--- config.mk ---
export PLATFORM = sky130hd
export DESIGN_NAME = lpp_core
export DESIGN_NICKNAME = d
export VERILOG_FILES = /design/src/lpp_pkg.sv /design/src/lpp_core.sv
export SDC_FILE = /design/constraint.sdc
export NUM_CORES = 1
export LEC_CHECK = 0
export BUFFER_PORTS_ARGS = -buffer_cell sky130_fd_sc_hd__buf_2
export CORE_MARGIN = 1
export CORE_UTILIZATION = 49
export DETAILED_ROUTE_END_ITERATION = 10
export PLACE_DENSITY = 0.9
export SYNTH_ARGS = -nofsm -noshare
export SYNTH_HDL_FRONTEND = slang
export SYNTH_SLANG_ARGS = --single-unit
export TNS_END_PERCENT = 30
--- constraint.sdc ---
create_clock -name pclk -period 2.7 [get_ports pclk]
set_input_delay 0.54 -clock pclk [delete_from_list [all_inputs] [get_ports pclk]]
set_output_delay 0.54 -clock pclk [all_outputs]
set_load 0.1 [all_outputs]
--- src/lpp_pkg.sv ---
package lpp_pkg;
	// Register byte offsets
	localparam logic [7:0] ADDR_CTRL     = 8'h00;
	localparam logic [7:0] ADDR_CFG      = 8'h04;
	localparam logic [7:0] ADDR_SEG_BASE = 8'h08;
	localparam int         SEG_REGS      = 4;
	// Control register field positions
	localparam int BIT_WAVE_KIND   = 7;
	localparam int BIT_BIAS_LEVEL  = 6;
	localparam int BIT_DRV_ACTIVE  = 5;
	localparam int BIT_SEG_PERMIT  = 4;
	localparam int PRESC_LSB       = 0;
	localparam int PRESC_W         = 4;
	// Configuration register field positions
	localparam int BIT_DRV_ENABLE  = 0;
	localparam int MUX_LSB         = 1;
	localparam int MUX_W           = 2;
	// Values after reset
	localparam logic [7:0] RST_CTRL = 8'h00;
	localparam logic [7:0] RST_CFG  = 8'h00;
	localparam logic [7:0] RST_SEG  = 8'h00;
	// Multiplex encodings
	localparam logic [1:0] MUX_STATIC = 2'h0;
	localparam logic [1:0] MUX_QUAD   = 2'h3;
	// Drive state towards the analog and segment logic
	typedef struct packed {
		logic       type_b;      // Frame-boundary phase waveform selected
		logic       phase;       // Current drive phase
		logic [1:0] com_index;   // Common being driven
		logic       bias_static; // Static bias in use
		logic       bias_half;   // One-half bias in use
	} lpp_drive_t;
	localparam lpp_drive_t RST_DRIVE = '0;
endpackage

--- src/lpp_core.sv ---
module lpp_core (
	// Clock and reset
	input  wire logic                 pclk,
	input  wire logic                 presetn,
	// APB slave
	input  wire logic                 psel,
	input  wire logic                 penable,
	input  wire logic                 pwrite,
	input  wire logic [7:0]           paddr,
	input  wire logic [31:0]          pwdata,
	output logic      [31:0]          prdata,
	output logic                      pready,
	output logic                      pslverr,
	// Drive outputs
	output lpp_pkg::lpp_drive_t       drive,
	output logic                      lcd_tick,
	output logic                      frame_end,
	output logic      [31:0]          segment_pattern_regs
);
	// Software state
	logic [7:0]          ctrl_ff, nxt_ctrl;       // Wave, bias, prescale
	logic [7:0]          cfg_ff, nxt_cfg;         // Enable and multiplex
	logic [7:0]          seg_ff [lpp_pkg::SEG_REGS];
	logic [7:0]          nxt_seg [lpp_pkg::SEG_REGS];
	// Engine state
	logic                active_ff, nxt_active;   // Driver running
	logic                permit_ff, nxt_permit;   // Segment writes allowed
	logic [3:0]          presc_ff, nxt_presc;     // Prescale down counter
	logic [3:0]          reload_ff, nxt_reload;   // Ratio in use
	lpp_pkg::lpp_drive_t drive_ff, nxt_drive;     // Registered drive
	logic                tick_ff, nxt_tick;       // Prescaled tick
	logic                fend_ff, nxt_fend;       // Frame boundary pulse
	// Decode helpers
	logic                wr_acc, rd_acc;          // Access phase strobes
	logic                hit_ctrl, hit_cfg, hit_seg;
	logic [1:0]          seg_idx;                 // Segment register index
	logic [1:0]          mux;                     // Multiplex select
	logic                tick_now, frame_now;     // Combinational events
	logic [31:0]         rd_word;                 // Read mux
	logic                seg_wr_ok;               // Segment write lands

	// Access phase strobes, zero wait states
	assign wr_acc   = psel && penable && pwrite;
	assign rd_acc   = psel && penable && !pwrite;
	assign hit_ctrl = (paddr == lpp_pkg::ADDR_CTRL);
	assign hit_cfg  = (paddr == lpp_pkg::ADDR_CFG);
	// Aligned words from the segment base up to the last segment register
	assign hit_seg  = (paddr[1:0] == 2'h0) && (paddr >= lpp_pkg::ADDR_SEG_BASE)
	                  && (paddr < 8'(lpp_pkg::ADDR_SEG_BASE + 4 * lpp_pkg::SEG_REGS));
	assign seg_idx  = 2'(paddr[3:2] - 2'h2);
	assign mux      = cfg_ff[lpp_pkg::MUX_LSB +: lpp_pkg::MUX_W];
	assign pready   = 1'b1;
	assign seg_wr_ok = wr_acc && hit_seg && permit_ff;

	// Read mux, unmapped answers error
	always_comb begin
		rd_word = 32'h0000_0000;
		pslverr = 1'b0;
		if (hit_ctrl) begin
			rd_word[7:0] = ctrl_ff;
			rd_word[lpp_pkg::BIT_DRV_ACTIVE] = active_ff;
			rd_word[lpp_pkg::BIT_SEG_PERMIT] = permit_ff;
		end else if (hit_cfg) begin
			rd_word[2:0] = cfg_ff[2:0];
		end else if (hit_seg) begin
			rd_word[7:0] = seg_ff[seg_idx];
		end else begin
			pslverr = psel && penable;
		end
	end
	assign prdata = rd_access_data(rd_acc, rd_word);

	// Read data only during a read access
	function automatic logic [31:0] rd_access_data(input logic en, input logic [31:0] w);
		rd_access_data = en ? w : 32'h0000_0000;
	endfunction

	// Software register next values
	always_comb begin
		nxt_ctrl = ctrl_ff;
		nxt_cfg  = cfg_ff;
		for (int i = 0; i < lpp_pkg::SEG_REGS; i++) begin
			nxt_seg[i] = seg_ff[i];
		end
		if (wr_acc && hit_ctrl) begin
			// Status bits are read only
			nxt_ctrl = pwdata[7:0];
			nxt_ctrl[lpp_pkg::BIT_DRV_ACTIVE] = 1'b0;
			nxt_ctrl[lpp_pkg::BIT_SEG_PERMIT] = 1'b0;
		end
		if (wr_acc && hit_cfg) begin
			nxt_cfg = {5'h00, pwdata[2:0]};
		end
		if (seg_wr_ok) begin
			nxt_seg[seg_idx] = pwdata[7:0];
		end
	end

	// Software register storage
	always_ff @(posedge pclk or negedge presetn) begin
		if (!presetn) begin
			ctrl_ff <= lpp_pkg::RST_CTRL;
			cfg_ff  <= lpp_pkg::RST_CFG;
			for (int i = 0; i < lpp_pkg::SEG_REGS; i++) begin
				seg_ff[i] <= lpp_pkg::RST_SEG;
			end
		end else begin
			ctrl_ff <= nxt_ctrl;
			cfg_ff  <= nxt_cfg;
			for (int i = 0; i < lpp_pkg::SEG_REGS; i++) begin
				seg_ff[i] <= nxt_seg[i];
			end
		end
	end

	// Tick when the down counter expires
	assign tick_now  = active_ff && (presc_ff == 4'h0);
	// Frame ends on second phase of last common
	assign frame_now = tick_now && drive_ff.phase && (drive_ff.com_index == mux);

	// Engine next values
	always_comb begin
		nxt_active = active_ff;
		nxt_permit = permit_ff;
		nxt_presc  = presc_ff;
		nxt_reload = reload_ff;
		nxt_drive  = drive_ff;
		nxt_tick   = tick_now;
		nxt_fend   = frame_now;
		// Start at once, stop only on a frame boundary
		if (cfg_ff[lpp_pkg::BIT_DRV_ENABLE]) begin
			nxt_active = 1'b1;
		end else if (!active_ff || frame_now) begin
			nxt_active = 1'b0;
		end
		// Prescaler
		if (!active_ff) begin
			nxt_presc  = ctrl_ff[lpp_pkg::PRESC_LSB +: lpp_pkg::PRESC_W];
			nxt_reload = nxt_presc;
		end else if (presc_ff == 4'h0) begin
			nxt_presc  = ctrl_ff[lpp_pkg::PRESC_LSB +: lpp_pkg::PRESC_W];
			nxt_reload = nxt_presc;
		end else begin
			nxt_presc = 4'(presc_ff - 4'h1);
		end
		// Common sequencing and phase
		nxt_drive.type_b = ctrl_ff[lpp_pkg::BIT_WAVE_KIND];
		if (!active_ff) begin
			nxt_drive.com_index = 2'h0;
			nxt_drive.phase     = 1'b0;
		end else if (tick_now) begin
			nxt_drive.phase = !drive_ff.phase;
			if (drive_ff.phase) begin
				nxt_drive.com_index = frame_now ? 2'h0 : 2'(drive_ff.com_index + 2'h1);
			end
		end
		// Static bias when one common
		nxt_drive.bias_static = (mux == lpp_pkg::MUX_STATIC);
		nxt_drive.bias_half = ctrl_ff[lpp_pkg::BIT_BIAS_LEVEL]
		                      && (mux != lpp_pkg::MUX_STATIC)
		                      && (mux != lpp_pkg::MUX_QUAD);
		// Permit: idle, or new frame; set wins
		if (!active_ff || frame_now) begin
			nxt_permit = 1'b1;
		end else if (wr_acc && hit_seg) begin
			nxt_permit = 1'b0;
		end
	end

	// Engine storage
	always_ff @(posedge pclk or negedge presetn) begin
		if (!presetn) begin
			active_ff <= 1'b0;
			permit_ff <= 1'b1;
			presc_ff  <= 4'h0;
			reload_ff <= 4'h0;
			drive_ff  <= lpp_pkg::RST_DRIVE;
			tick_ff   <= 1'b0;
			fend_ff   <= 1'b0;
		end else begin
			active_ff <= nxt_active;
			permit_ff <= nxt_permit;
			presc_ff  <= nxt_presc;
			reload_ff <= nxt_reload;
			drive_ff  <= nxt_drive;
			tick_ff   <= nxt_tick;
			fend_ff   <= nxt_fend;
		end
	end

	// Frame-rate phase and the registered drive view
	logic                type_b_phase_ff, nxt_type_b_phase; // Frame-rate phase
	lpp_pkg::lpp_drive_t drive_out_ff, nxt_drive_out;      // Drive seen outside
	assign nxt_type_b_phase = !active_ff ? 1'b0 : (type_b_phase_ff ^ frame_now);
	always_comb begin
		nxt_drive_out = nxt_drive;
		if (nxt_drive.type_b) begin
			nxt_drive_out.phase = nxt_type_b_phase;
		end
	end
	// Drive output straight from flops, no glitching mux
	always_ff @(posedge pclk or negedge presetn) begin
		if (!presetn) begin
			type_b_phase_ff <= 1'b0;
			drive_out_ff    <= lpp_pkg::RST_DRIVE;
		end else begin
			type_b_phase_ff <= nxt_type_b_phase;
			drive_out_ff    <= nxt_drive_out;
		end
	end

	// Outputs
	assign drive     = drive_out_ff;
	assign lcd_tick  = tick_ff;
	assign frame_end = fend_ff;
	assign segment_pattern_regs = {seg_ff[3], seg_ff[2], seg_ff[1], seg_ff[0]};

	// Helper: cycles since last reload while active
	logic [4:0] gap_ff;
	always_ff @(posedge pclk or negedge presetn) begin
		if (!presetn) begin
			gap_ff <= 5'h00;
		end else if (!active_ff || tick_now) begin
			gap_ff <= 5'h00;
		end else begin
			gap_ff <= 5'(gap_ff + 5'h01);
		end
	end

	property p_type_b_phase;
		@(posedge pclk) disable iff (!presetn)
		(drive_ff.type_b && $changed(type_b_phase_ff) && $past(active_ff)) |-> $past(frame_now);
	endproperty
	a_type_b_phase: assert property (p_type_b_phase) else $error("type-B phase moved off frame");

	property p_type_a_phase;
		@(posedge pclk) disable iff (!presetn)
		(active_ff && tick_now) |=> (drive_ff.phase != $past(drive_ff.phase)) || !active_ff;
	endproperty
	a_type_a_phase: assert property (p_type_a_phase) else $error("type-A phase missed tick");

	property p_bias_half;
		@(posedge pclk) disable iff (!presetn)
		(ctrl_ff[lpp_pkg::BIT_BIAS_LEVEL] && (mux == 2'h1 || mux == 2'h2)) |=> drive_ff.bias_half;
	endproperty
	a_bias_half: assert property (p_bias_half) else $error("half bias not applied");

	property p_bias_third;
		@(posedge pclk) disable iff (!presetn)
		(!ctrl_ff[lpp_pkg::BIT_BIAS_LEVEL] || mux == lpp_pkg::MUX_QUAD) |=> !drive_ff.bias_half;
	endproperty
	a_bias_third: assert property (p_bias_third) else $error("third bias not applied");

	property p_active_read;
		@(posedge pclk) disable iff (!presetn)
		(rd_acc && hit_ctrl) |-> (prdata[lpp_pkg::BIT_DRV_ACTIVE] == active_ff);
	endproperty
	a_active_read: assert property (p_active_read) else $error("active bit misread");

	property p_permit_read;
		@(posedge pclk) disable iff (!presetn)
		(rd_acc && hit_ctrl) |-> (prdata[lpp_pkg::BIT_SEG_PERMIT] == permit_ff);
	endproperty
	a_permit_read: assert property (p_permit_read) else $error("permit bit misread");

	property p_seg_block;
		@(posedge pclk) disable iff (!presetn)
		(wr_acc && hit_seg && !permit_ff) |=> $stable(segment_pattern_regs);
	endproperty
	a_seg_block: assert property (p_seg_block) else $error("blocked segment write landed");

	property p_presc_gap;
		@(posedge pclk) disable iff (!presetn)
		(tick_now && $past(active_ff)) |-> (gap_ff == {1'b0, reload_ff});
	endproperty
	a_presc_gap: assert property (p_presc_gap) else $error("prescale period wrong");

	property p_reserved;
		@(posedge pclk) disable iff (!presetn)
		rd_acc |-> (prdata[31:8] == 24'h000000);
	endproperty
	a_reserved: assert property (p_reserved) else $error("reserved bits not zero");

	property p_reload_hold;
		@(posedge pclk) disable iff (!presetn)
		(active_ff && presc_ff != 4'h0) |=> $stable(reload_ff);
	endproperty
	a_reload_hold: assert property (p_reload_hold) else $error("ratio changed mid count");

	c_frame: cover property (@(posedge pclk) disable iff (!presetn) frame_now);
	c_blocked: cover property (@(posedge pclk) disable iff (!presetn) wr_acc && hit_seg && !permit_ff);
	c_slow: cover property (@(posedge pclk) disable iff (!presetn) tick_now && reload_ff == 4'hf);
endmodule

==> metrics.md <==
| Metric | Value |
|---|---|
| Mapped Area | `0.00302 mm2` |
| Final WL | `~6900 um` |
| N_diodes | `0` |
| Syn avg cell area | `around 12 um2` |
| Crit-path max cell delay | `0.52 ns` |
| Antenna Nets Post-Route | `0` |
| R2R Setup Slk | `between 0.7 and 0.8 ns` |
| Core area | `roughly 0.0059 mm2` |
| RSZ-0062 raised after global routing | `true` |
| HPWL Detailed | `a little under 5000 um` |
| Failing checks | `negative setup slack` |
| Initial Utilization | `51.0%` |
| Root Buffer | `clkbuf_8` |
| Initial antenna violation count | `0` |
| Seq/Total Area, Yosys | `between 40 and 50%` |
| Post-DP Area | `around 0.0036 mm2` |
| Min setup slack post-route | `-0.146 ns` |
| Vias | `between 2000 and 2500` |
| Top-count cell post-synth | `dfrtp_1` |
| Worst Setup SP | `paddr[0]` |
| CP max-delay cell | `or4_4` |
| Skew final | `0.00993 ns` |
| Fin. Hold Viols | `0` |
| Setup violators final | `8` |
| Drt drc | `0` |
| Gate Count Post-Synth | `262` |
| Worst-Skew Late Latency | `0.34 ns` |
| Worst endpoint required time | `approximately 2.2 ns` |
| Buf+Inv Stages, Crit Path | `2` |
| Layout cells sized above 1 | `between 40% and 50%` |
| Cell Rows | `28` |
| Area of the die | `between 0.006 and 0.007 mm2` |
| Synth top area cells | `dfrtp_1 46%, mux2_2 13%, buf_4 6.7%` |
| Die W | `~80 um` |
| PnR Total Power | `approximately 2.2 mW` |
| Yosys reg bits | `57` |
| Vias in the first global route | `between 2000 and 2500` |
| GP Congestion | `roughly 0.85` |
| Largest net degree at the start of global routing | `between 50 and 60` |
| Type of the tightest min-delay check | `in -> async` |
| Die H | `80.5 um` |
| First-pass DRT Iterations | `5` |
| IO Pins | `between 100 and 150` |
| Arrival time worst endpoint | `between 2 and 2.5 ns` |
| FF-to-FF Start | `presc_ff[0]` |
| Clock Sink Count | `between 50 and 60` |
| Net count reported at finish | `389` |
| WHS | `about 0.18 ns` |
| Rel. slew slack | `between 50% and 60%` |
| Fmax | `between 0.3 and 0.4 GHz` |
| Area Overhead vs Synth | `23.7%` |
| Top cells by count, synth | `56 x dfrtp_1, 35 x mux2_2, 27 x buf_4` |
| Number of placed cells counting well taps | `a little over 400` |
| Final Non-Filler Cells | `421` |
| WS Path Type | `in -> out` |
| Main synth FF type | `dfrtp_1` |
| Asr flop ratio synth | `between 90% and 100%` |
| Total CTS buffers | `9` |
| Final Cell Area | `0.00373 mm2` |
| Worst slew pin tran | `approximately 0.6 ns` |
| VDD IR-drop max | `0.279 mV` |
| Global-route wire length before repair | `10600 um` |
| Place WS | `-0.260 ns` |
| R2R cell count | `8` |
| Gr ovfl total | `0` |
| Yosys warns | `0` |
| Crit. path cell count | `6` |
| CP startpoint kind | `input pin` |
| DR iter-0 viols | `between 150 and 200` |
| Fin. max-slew vios | `0` |
| Port Buffers | `69` |
| Wire per inst | `16.4 um` |
| Area leader, netlist | `dfrtp_1` |
| CTS clk-pin slew, worst paths | `~0.060 ns` |
| Cts hold-fix bufs | `0` |
| GRT Resource Usage Total | `between 20% and 30%` |
| Crit path max fanout | `5` |
| Crit end category | `primary output` |
| Vias/cell | `5.46` |
| CTS tree | `done` |
| Maxcap violations | `0` |
| Top cell type's share of synthesized area | `around 46%` |
| EDFF count, synth | `0` |
| Clock Tree Buf Depth | `2` |
| Netlist cell types | `40` |
| Cell Pwr Density | `between 500 and 600 mW/mm2` |
| CTS H-tree depth | `3` |
| Crit-path cells | `buf_6, or4_4, or3_4, or2_4, a211oi_4, buf_12` |
| Leakage power | `1.91 nW` |
| Top cell family by delay on the critical path | `simple AND/OR/NAND/NOR gates` |
| Tcrit/Tclk final | `105%` |
| Final Critical Period | `2.85 ns` |
| Status | `finished with violations` |
==> per-stage QoR <==
step | setup TNS (ns) | utilization, %
final | -0.686 | 63.0
after global routing | -0.895 | 63.0
after CTS | -1.15 | 62.9
after detailed placement | -2.94 | 60.0
after global placement | -2.56 | 60.0
after floorplan | -3.31 | -
==> cells by family after synthesis <==
| logic type | count (synthesis) | share of synthesized area, % |
|---|---|---|
| adders and majority gates | 3 | 1.24 |
| AOI/OAI and AO/OA | 37 | 8.21 |
| buffers and inverters | 47 | 9.95 |
| muxes | 52 | 20.9 |
| DFF | 57 | 47.3 |
| xor gates and xnor gates | 6 | 1.74 |
| other | 2 | 0.249 |
| and+or+nand+nor | 58 | 10.4 |
==> layout by cell type, fill, tap and decap left out, types with 8 or more instances in the layout <==
| cell type | count |
|---|---|
| conb_1 | 25 |
| buf_4 | 12 |
| inv_1 | 9 |
| nand2_1 | 8 |
| buf_2 | 60 |
| nor2_1 | 14 |
| a21oi_1 | 13 |
| clkbuf_8 | 9 |
| mux2i_1 | 8 |
| mux2_2 | 35 |
| buf_12 | 10 |
| dfrtp_1 | 56 |
==> final timing paths <==
kind,endpoint
max,prdata[5]
min,ctrl_ff[7]
max reg2reg,drive[2]
min reg2reg,presc_ff[0]
max in group asynchronous,permit_ff
min in group pclk,segment_pattern_regs[29]
==> power by group <==
part / leakage [nW] / internal, mW / switching (mW)
combinational: 1.05 / 0.118 / 0.463
clock: 0.0774 / 0.330 / 0.327
sequential: 0.783 / 0.898 / 0.0370
total: 1.91 / 1.35 / 0.827
==> repair_timing <==
action	4_1_cts	5_1_grt
endpoints found under the setup margin	8	8
resized for setup	2	1
pin swaps	2	1
buffers inserted	0	1
==> metal layers <==
layer	wire length, um	share of wire, %	global-route usage [%]
met1	2910	42	28.2
met2	3340	48	34.9
met3	504	7.3	6.93
met4	163	2.4	11.3
met5	0	0	0
==> final cells by class <==
cell class | instances | area [um2]
Fill cell | 463 | 2190
Sequential cell | 57 | 1430
Multi-Input combinational cell | 181 | 1420
Timing Repair Buffer | 83 | 602
Clock buffer | 13 | 139
Tap cell | 75 | 93.8
Inverter | 9 | 33.8
Clock inverter | 3 | 17.5
==> state kept, by name, indices dropped and copies added (netlist names) <==
name                  cells
segment_pattern_regs     32
ctrl_ff                   6
drive                     6
presc_ff                  4
cfg_ff                    3
active_ff                 1
drive_ff                  1
frame_end                 1
lcd_tick                  1
permit_ff                 1
type_b_phase_ff           1
Note: power is estimated with default switching activity, not from simulation.
